[src/pulse_result_pkg.sv]
// constants for the pulse result record writer
package pulse_result_pkg;

   // ***************************************************************
   // record word layout
   // ***************************************************************
   localparam int          MEM_W       = 18;         // tag plus payload
   localparam int          MEM_AW      = 5;          // record address width
   localparam int          PAY_W       = 16;         // payload width
   localparam logic [1:0]  TAG_DATA    = 2'h0;       // plain data word
   localparam logic [1:0]  TAG_NOEV    = 2'h1;       // no-event stamp word
   localparam logic [1:0]  TAG_PHDR    = 2'h2;       // pulse header word
   localparam logic [1:0]  TAG_END     = 2'h3;       // end of window
   localparam logic [4:0]  TRIG_CODE   = 5'h12;      // word 0 code
   localparam logic [7:0]  STAMP_CODE  = 8'h98;      // word 2 code
   localparam logic [17:0] FILL_WORD   = 18'h10000;  // no-event filler
   localparam logic [15:0] END_PAY     = 16'h0000;   // end marker payload

   // ***************************************************************
   // record locations and counts
   // ***************************************************************
   localparam logic [4:0]  LOC_TNUM_HI = 5'h00;
   localparam logic [4:0]  LOC_TNUM_LO = 5'h01;
   localparam logic [4:0]  LOC_TS_HI   = 5'h02;
   localparam logic [4:0]  LOC_TS_MID  = 5'h03;
   localparam logic [4:0]  LOC_TS_LO1  = 5'h04;
   localparam logic [4:0]  LOC_TS_LO2  = 5'h05;
   localparam logic [4:0]  LOC_FILL2   = 5'h07;
   localparam logic [4:0]  LOC_LAST    = 5'h12;      // highest location, 18
   localparam logic [2:0]  MAX_PULSES  = 3'h4;

   // ***************************************************************
   // pulse entry fifo
   // ***************************************************************
   localparam int          FIFO_DEPTH  = 16;
   localparam int          SAMP_W      = 10;
   localparam int          SUM_W       = 19;
   localparam int          FINE_W      = 6;
   localparam int          VAL_W       = 12;
   localparam int          ENTRY_W     = 1 + SAMP_W + SUM_W + FINE_W + 2 * VAL_W;

endpackage

[src/pulse_result_memory_writer.sv]
// pulse entry fifo and per-trigger result record writer

// ***************************************************************
// pulse entry fifo
// ***************************************************************
module pulse_entry_fifo #(
   parameter int W = 8,
   parameter int D = 16
) (
   // clock and reset
   input  wire logic         clk,
   input  wire logic         srst,
   // fill side
   input  wire logic         in_valid,
   output logic              in_ready,
   input  wire logic [W-1:0] in_data,
   // drain side
   output logic              out_valid,
   input  wire logic         out_ready,
   output logic [W-1:0]      out_data
);
   localparam int AW = $clog2(D);

   logic [W-1:0] mem_r [D];
   logic [AW:0]  wp_r;
   logic [AW:0]  wp_nxt;
   logic [AW:0]  rp_r;
   logic [AW:0]  rp_nxt;
   logic         push;
   logic         pop;

   // full and empty from pointer wrap bit
   assign in_ready  = !((wp_r[AW] != rp_r[AW]) && (wp_r[AW-1:0] == rp_r[AW-1:0]));
   assign out_valid = (wp_r != rp_r);
   assign out_data  = mem_r[rp_r[AW-1:0]];
   assign push      = in_valid && in_ready;
   assign pop       = out_valid && out_ready;

   // pointer next values
   always_comb begin
      wp_nxt = push ? wp_r + 1'b1 : wp_r;
      rp_nxt = pop ? rp_r + 1'b1 : rp_r;
   end

   // storage and pointers
   always_ff @(posedge clk) begin
      if (push) begin
         mem_r[wp_r[AW-1:0]] <= in_data;
      end
      if (srst) begin
         wp_r <= '0;
         rp_r <= '0;
      end else begin
         wp_r <= wp_nxt;
         rp_r <= rp_nxt;
      end
   end
endmodule

// ***************************************************************
// record writer
// ***************************************************************
module pulse_result_memory_writer (
   // clock and reset
   input  wire logic                                  clk,
   input  wire logic                                  srst,
   // record start
   input  wire logic                                  rec_valid,
   output logic                                       rec_ready,
   input  wire logic                                  mode_timing,
   input  wire logic [26:0]                           trig_num,
   input  wire logic [47:0]                           time_stamp,
   // pulse entries and window end
   input  wire logic                                  pulse_valid,
   output logic                                       pulse_ready,
   input  wire logic                                  pulse_win_end,
   input  wire logic [pulse_result_pkg::SAMP_W-1:0]   samples_from_crossing,
   input  wire logic [pulse_result_pkg::SUM_W-1:0]    pulse_sum,
   input  wire logic [pulse_result_pkg::FINE_W-1:0]   fine_time,
   input  wire logic [pulse_result_pkg::VAL_W-1:0]    pulse_floor,
   input  wire logic [pulse_result_pkg::VAL_W-1:0]    pulse_peak,
   // processing memory write port
   output logic                                       mem_we,
   output logic [pulse_result_pkg::MEM_AW-1:0]        mem_addr,
   output logic [pulse_result_pkg::MEM_W-1:0]         mem_wdata,
   output logic                                       rec_done
);
   import pulse_result_pkg::*;

   typedef enum logic [3:0] {
      S_IDLE, S_HEAD, S_WAIT, S_STAMP, S_PHDR, S_PW1, S_PW2, S_NOEV, S_END
   } wr_state_e;

   wr_state_e           st_r, st_nxt;
   logic [MEM_AW-1:0]   cur_r, cur_nxt;
   logic [2:0]          cnt_r, cnt_nxt;
   logic                ev_r, ev_nxt;
   logic                tmode_r, tmode_nxt;
   logic [26:0]         tnum_r, tnum_nxt;
   logic [47:0]         ts_r, ts_nxt;
   logic                we_nxt;
   logic [MEM_AW-1:0]   addr_nxt;
   logic [MEM_W-1:0]    wdata_nxt;
   logic                done_nxt;
   logic [ENTRY_W-1:0]  q_data;
   logic                q_valid;
   logic                q_pop;
   logic                q_end;
   logic [SAMP_W-1:0]   q_samp;
   logic [SUM_W-1:0]    q_sum;
   logic [FINE_W-1:0]   q_fine;
   logic [VAL_W-1:0]    q_floor;
   logic [VAL_W-1:0]    q_peak;

   // pulse entries queue up while the header is written
   pulse_entry_fifo #(.W(ENTRY_W), .D(FIFO_DEPTH)) u_fifo (
      .clk       (clk),
      .srst      (srst),
      .in_valid  (pulse_valid),
      .in_ready  (pulse_ready),
      .in_data   ({pulse_win_end, samples_from_crossing, pulse_sum, fine_time,
                   pulse_floor, pulse_peak}),
      .out_valid (q_valid),
      .out_ready (q_pop),
      .out_data  (q_data)
   );

   // unpack queue head
   assign {q_end, q_samp, q_sum, q_fine, q_floor, q_peak} = q_data;
   assign rec_ready = (st_r == S_IDLE);

   // header word for locations 0 to 3
   function automatic logic [MEM_W-1:0] head_word(input logic [1:0] idx,
                                                  input logic [26:0] tn,
                                                  input logic [47:0] ts);
      logic [MEM_W-1:0] w;
      w = {TAG_DATA, tn[15:0]};
      case (idx)
         LOC_TNUM_HI[1:0]: w = {TAG_DATA, TRIG_CODE, tn[26:16]};
         LOC_TNUM_LO[1:0]: w = {TAG_DATA, tn[15:0]};
         LOC_TS_HI[1:0]:   w = {TAG_DATA, STAMP_CODE, ts[47:40]};
         LOC_TS_MID[1:0]:  w = {TAG_DATA, ts[39:24]};
         default:          w = {TAG_DATA, tn[15:0]};
      endcase
      return w;
   endfunction

   // record sequencing and word formation
   always_comb begin
      st_nxt    = st_r;
      cur_nxt   = cur_r;
      cnt_nxt   = cnt_r;
      ev_nxt    = ev_r;
      tmode_nxt = tmode_r;
      tnum_nxt  = tnum_r;
      ts_nxt    = ts_r;
      we_nxt    = 1'b0;
      addr_nxt  = cur_r;
      wdata_nxt = mem_wdata;
      done_nxt  = 1'b0;
      q_pop     = 1'b0;
      case (st_r)
         S_IDLE: begin
            if (rec_valid) begin
               tnum_nxt  = trig_num;
               ts_nxt    = time_stamp;
               tmode_nxt = mode_timing;
               cur_nxt   = LOC_TNUM_HI;
               cnt_nxt   = 3'h0;
               st_nxt    = S_HEAD;
            end
         end
         S_HEAD: begin
            we_nxt    = 1'b1;
            wdata_nxt = head_word(cur_r[1:0], tnum_r, ts_r);
            cur_nxt   = cur_r + 5'h01;
            if (cur_r == LOC_TS_MID) begin
               st_nxt = S_WAIT;
            end
         end
         S_WAIT: begin
            if (q_valid) begin
               if (cur_r == LOC_TS_LO1) begin
                  ev_nxt = !q_end;                          // first entry decides layout
                  st_nxt = S_STAMP;
               end else if (q_end) begin
                  q_pop  = 1'b1;
                  st_nxt = ev_r ? S_END : S_NOEV;
               end else if (cnt_r == MAX_PULSES) begin
                  q_pop  = 1'b1;                            // fifth pulse on is dropped
               end else begin
                  st_nxt = S_PHDR;
               end
            end
         end
         S_STAMP: begin
            we_nxt  = 1'b1;
            cur_nxt = cur_r + 5'h01;
            if (cur_r == LOC_TS_LO1) begin
               wdata_nxt = {ev_r ? TAG_DATA : TAG_NOEV, 8'h00, ts_r[23:16]};
            end else begin
               wdata_nxt = {ev_r ? TAG_DATA : TAG_NOEV, ts_r[15:0]};
               st_nxt    = S_WAIT;
            end
         end
         S_PHDR: begin
            we_nxt    = 1'b1;
            cur_nxt   = cur_r + 5'h01;
            wdata_nxt = {TAG_PHDR, 4'h0, cnt_r[1:0], q_samp};
            st_nxt    = S_PW1;
         end
         S_PW1: begin
            we_nxt  = 1'b1;
            cur_nxt = cur_r + 5'h01;
            if (tmode_r) begin
               wdata_nxt = {TAG_DATA, q_fine, 2'h0, q_floor[11:4]};
            end else begin
               wdata_nxt = {TAG_DATA, q_sum[18:3]};
            end
            st_nxt = S_PW2;
         end
         S_PW2: begin
            we_nxt  = 1'b1;
            cur_nxt = cur_r + 5'h01;
            if (tmode_r) begin
               wdata_nxt = {TAG_DATA, q_floor[3:0], q_peak};
            end else begin
               wdata_nxt = {TAG_DATA, 13'h0000, q_sum[2:0]};
            end
            q_pop   = 1'b1;
            cnt_nxt = cnt_r + 3'h1;
            st_nxt  = S_WAIT;
         end
         S_NOEV: begin
            we_nxt    = 1'b1;
            cur_nxt   = cur_r + 5'h01;
            wdata_nxt = FILL_WORD;
            if (cur_r == LOC_FILL2) begin
               st_nxt = S_END;
            end
         end
         S_END: begin
            we_nxt    = 1'b1;
            wdata_nxt = {TAG_END, END_PAY};
            done_nxt  = 1'b1;
            st_nxt    = S_IDLE;
         end
         default: begin
            st_nxt = S_IDLE;
         end
      endcase
   end

   // state and output registers
   always_ff @(posedge clk) begin
      if (srst) begin
         st_r      <= S_IDLE;
         cur_r     <= '0;
         cnt_r     <= '0;
         ev_r      <= 1'b0;
         tmode_r   <= 1'b0;
         tnum_r    <= '0;
         ts_r      <= '0;
         mem_we    <= 1'b0;
         mem_addr  <= '0;
         mem_wdata <= '0;
         rec_done  <= 1'b0;
      end else begin
         st_r      <= st_nxt;
         cur_r     <= cur_nxt;
         cnt_r     <= cnt_nxt;
         ev_r      <= ev_nxt;
         tmode_r   <= tmode_nxt;
         tnum_r    <= tnum_nxt;
         ts_r      <= ts_nxt;
         mem_we    <= we_nxt;
         mem_addr  <= addr_nxt;
         mem_wdata <= wdata_nxt;
         rec_done  <= done_nxt;
      end
   end
endmodule

[config.mk]
export PLATFORM = sky130hd
export DESIGN_NAME = pulse_result_memory_writer
export DESIGN_NICKNAME = d
export VERILOG_FILES = /design/src/pulse_result_pkg.sv /design/src/pulse_result_memory_writer.sv
export SDC_FILE = /design/constraint.sdc
export NUM_CORES = 1
export LEC_CHECK = 0
export ABC_CLOCK_PERIOD_IN_PS = 5640
export BUFFER_PORTS_ARGS = -buffer_cell sky130_fd_sc_hd__buf_2
export CELL_PAD_IN_SITES_DETAIL_PLACEMENT = 0
export CELL_PAD_IN_SITES_GLOBAL_PLACEMENT = 1
export CORE_MARGIN = 4
export CORE_UTILIZATION = 40
export CTS_CLUSTER_SIZE = 28
export DETAILED_ROUTE_END_ITERATION = 8
export HOLD_SLACK_MARGIN = 0.08
export PLACE_DENSITY = 0.69
export SYNTH_ARGS = -nofsm -noshare
export SYNTH_HDL_FRONTEND = slang
export SYNTH_HIERARCHICAL = 1
export SYNTH_SLANG_ARGS = --single-unit
export TNS_END_PERCENT = 30
[constraint.sdc]
create_clock -name clk -period 5.64 [get_ports clk]
set_input_delay 1.692 -clock clk [delete_from_list [all_inputs] [get_ports clk]]
set_output_delay 1.692 -clock clk [all_outputs]
set_load 0.02 [all_outputs]
==> results_dict.tcl <==
set metrics [dict create \
    r2r_slack_ps 1680 \
    ys.flop_type "edfxtp_1" \
    holdPathEnd "ts_r[0]$_SDFFE_PP0P_" \
    place_congestion 0.780 \
    start_util 0.403 \
    grt_max_degree 101 \
    rsz0062_at_grt "no" \
    p_total_mw 17.5 \
    grt.overflow.total 0 \
    synth.top_cell.area_share 0.678 \
    stdcell_count 3775 \
    post-dp-hpwl_um 59900 \
    dieHeight_um 334 \
    yosysSeqAreaShare 0.739 \
    required_ps 6170 \
    die_w_um 334 \
    coreArea_mm2 0.105 \
    grt_antenna_before_repair 20 \
    drive_above_1_share 0.295 \
    clk_latency_ps 670 \
    outcome "complete, no violations" \
    htreeDepth 3 \
    holdWs_ps 455 \
    clockBufferDepth 3 \
    final_hold_viol_count 0 \
    postCtsSetupRepairBufs 0 \
    worst_pin_slew_ps 1110 \
    crit_arrival_ps 4480 \
    row_count 119 \
    yosysTopAreaCell "edfxtp_1" \
    syn_nets 2252 \
    critPathMaxFanout 41 \
    syn_to_final_growth_pct 13.7 \
    powerDensity_mw_per_mm2 363 \
    root_buffer "clkbuf_16" \
    drtIter0Drc 1964 \
    synthesis.area_mm2 0.0425 \
    num_vias 21000 \
    grt_use_total 0.179 \
    clkTransAtPathRegs_ps 60 \
    hp-start "ts_r[0]$_SDFFE_PP0P_" \
    routedWlPerCell_um 26.5 \
    drt_wl_total_um 100000 \
    worst_slack_ps 1680 \
    r2r_end "mem_wdata[3]$_SDFFE_PP0P_" \
    final_util 0.458 \
    synth_area_leaders "edfxtp_1 (68%), mux4_2 (15%), dfxtp_1 (6.0%), nand2_1 (1.7%), mux4_1 (1.4%)" \
    grt_pass1_vias 21600 \
    grt_pass1_wl_um 147000 \
    slew_headroom 0.259 \
    first_pass_iters 7 \
    setup_viol 0 \
    io_buffer_count 166 \
    placed_area_mm2 0.0449 \
    drv_cap 0 \
    holdBufCountCts 0 \
    num_io_pins 167 \
    max_freq_mhz 253 \
    routed_via_density 5.57 \
    cts_resized 0 \
    cts_made_buffers 108 \
    ys_ff_latch 1088 \
    postLayoutCellArea_mm2 0.0483 \
    min_period_ps 3960 \
    pre_cts_ws_ps 1520 \
    syn_inst 2100 \
    report.final.slew_viol_count 0 \
    place_inst 3576 \
    final_antenna_net_count 0 \
    die_area_mm2 0.112 \
    synth_edf_count 960 \
    yosysUniqueCellTypes 77 \
    critPathLaunchType "flop" \
    rr_worst_depth 7 \
    drc 0 \
    layout.nets 2447 \
    fin_worst_skew_ps 18.4 \
    hp-class "flop to flop" \
    vdd_drop_max_mv 0.279 \
    post-route-period-util 0.702 \
    cts_tree "yes" \
    crit_type "flop to flop" \
    async_flop_share 0 \
    avgSynthCellArea_um2 20.2 \
    p_leak_nw 15.0 \
    min_path_cells 2 \
    yosysWarnings 6 \
    clock_sinks 1088 \
    tns_ps 0 \
    end_kind "flop" \
]
==> layout make-up <==
cell class | instances | area [µm²]
diodes | 6 | 15.0
clock buffers | 139 | 2910
clock inverters | 54 | 479
fillers | 8834 | 57100
inverters | 14 | 52.6
multi-input cells | 871 | 10400
flip-flops and latches | 1088 | 31400
well taps | 1391 | 1740
repair buffers | 212 | 1350
==> flip-flops by register name (all words and copies together), names as in the netlist, named ones only <==
register and cells:
u_fifo/mem_r 960, ts_r 48, tnum_r 27, mem_wdata 18, addr_nxt 5, mem_addr 5
u_fifo/rp_r 5, u_fifo/wp_r 5, st_r 4, cnt_r 3, ev_r 1, mem_we 1
rec_done 1, tmode_r 1
==> routing by layer <==
| layer | vias to the layer above | track usage | share of wire | wire [µm] |
|---|---|---|---|---|
| met5 | - | 0 | 0.00063 | 63 |
| met4 | 10 | 0.0449 | 0.022 | 2160 |
| met3 | 159 | 0.0452 | 0.078 | 7790 |
| met2 | 812 | 0.296 | 0.49 | 49200 |
| met1 | 11000 | 0.239 | 0.41 | 41000 |
| li1 | 9040 | - | - | - |
==> worst max-delay path, stage by stage (launching register included) <==
cell	delay [ps]
dfxtp_4	840
buf_12	400
mux4_2	570
mux4_2	480
mux2_2	320
a222oi_1	760
o221a_1	320
nor2_1	40
==> kinds of logic (layout without fill, tap and decap cells) <==
| group | count (synthesis) | count (layout) | share of synthesized area |
|---|---|---|---|
| xor gates and xnor gates | 8 | 8 | 0.00165 |
| AOI/OAI and AO/OA | 196 | 196 | 0.0312 |
| DFF | 1088 | 1088 | 0.739 |
| and+or+nand+nor | 315 | 315 | 0.0340 |
| adders and majority gates | 12 | 12 | 0.00353 |
| buffers and inverters | 141 | 419 | 0.0200 |
| other | 0 | 6 | 0 |
| muxes | 340 | 340 | 0.171 |
==> Yosys cell counts (all sizes together) (14+ instances only) <==
| library cell | count |
|---|---|
| clkbuf | 65 |
| and3 | 15 |
| a21oi | 101 |
| dfxtp | 128 |
| nor2 | 45 |
| nand2 | 193 |
| mux2i | 22 |
| edfxtp | 960 |
| o21ai | 18 |
| inv | 14 |
| buf | 62 |
| mux4 | 300 |
| mux2 | 18 |
| a222oi | 16 |
==> how the worst max path moves through the flow <==
stage	startpoint	to	slack, ps
after CTS	flop	mem_wdata[3]$_SDFFE_PP0P_	1690
after global placement	pulse_valid	u_fifo/mem_r[2][32]$_DFFE_PP_	1540
after global routing	flop	mem_wdata[7]$_SDFFE_PP0P_	1460
after floorplan	pulse_valid	u_fifo/wp_r[4]$_SDFFE_PP0P_	360
after detailed placement	pulse_valid	u_fifo/mem_r[2][31]$_DFFE_PP_	1520
final	flop	mem_wdata[3]$_SDFFE_PP0P_	1680
==> cells in the final DEF, fill, tap and decap left out, drive strengths merged, types with 9 or more instances in the layout <==
cell type and n:
buf 212, mux4 300, mux2 18, dfxtp 128, o21ai 18, a222oi 16
inv 18, clkinv 41, nand2 193, mux2i 22, a21oi 101, clkbuf 139
and3 15, nand3 12, edfxtp 960, nor2 45, ha 12, nor2b 9
==> report_power, final <==
part           total [mW]  switching [mW]  internal, mW
combinational        1.47           0.959         0.511
clock                6.91            2.96          3.95
sequential           9.15           0.153          9.00
Note: power is estimated with default switching activity, not from simulation.
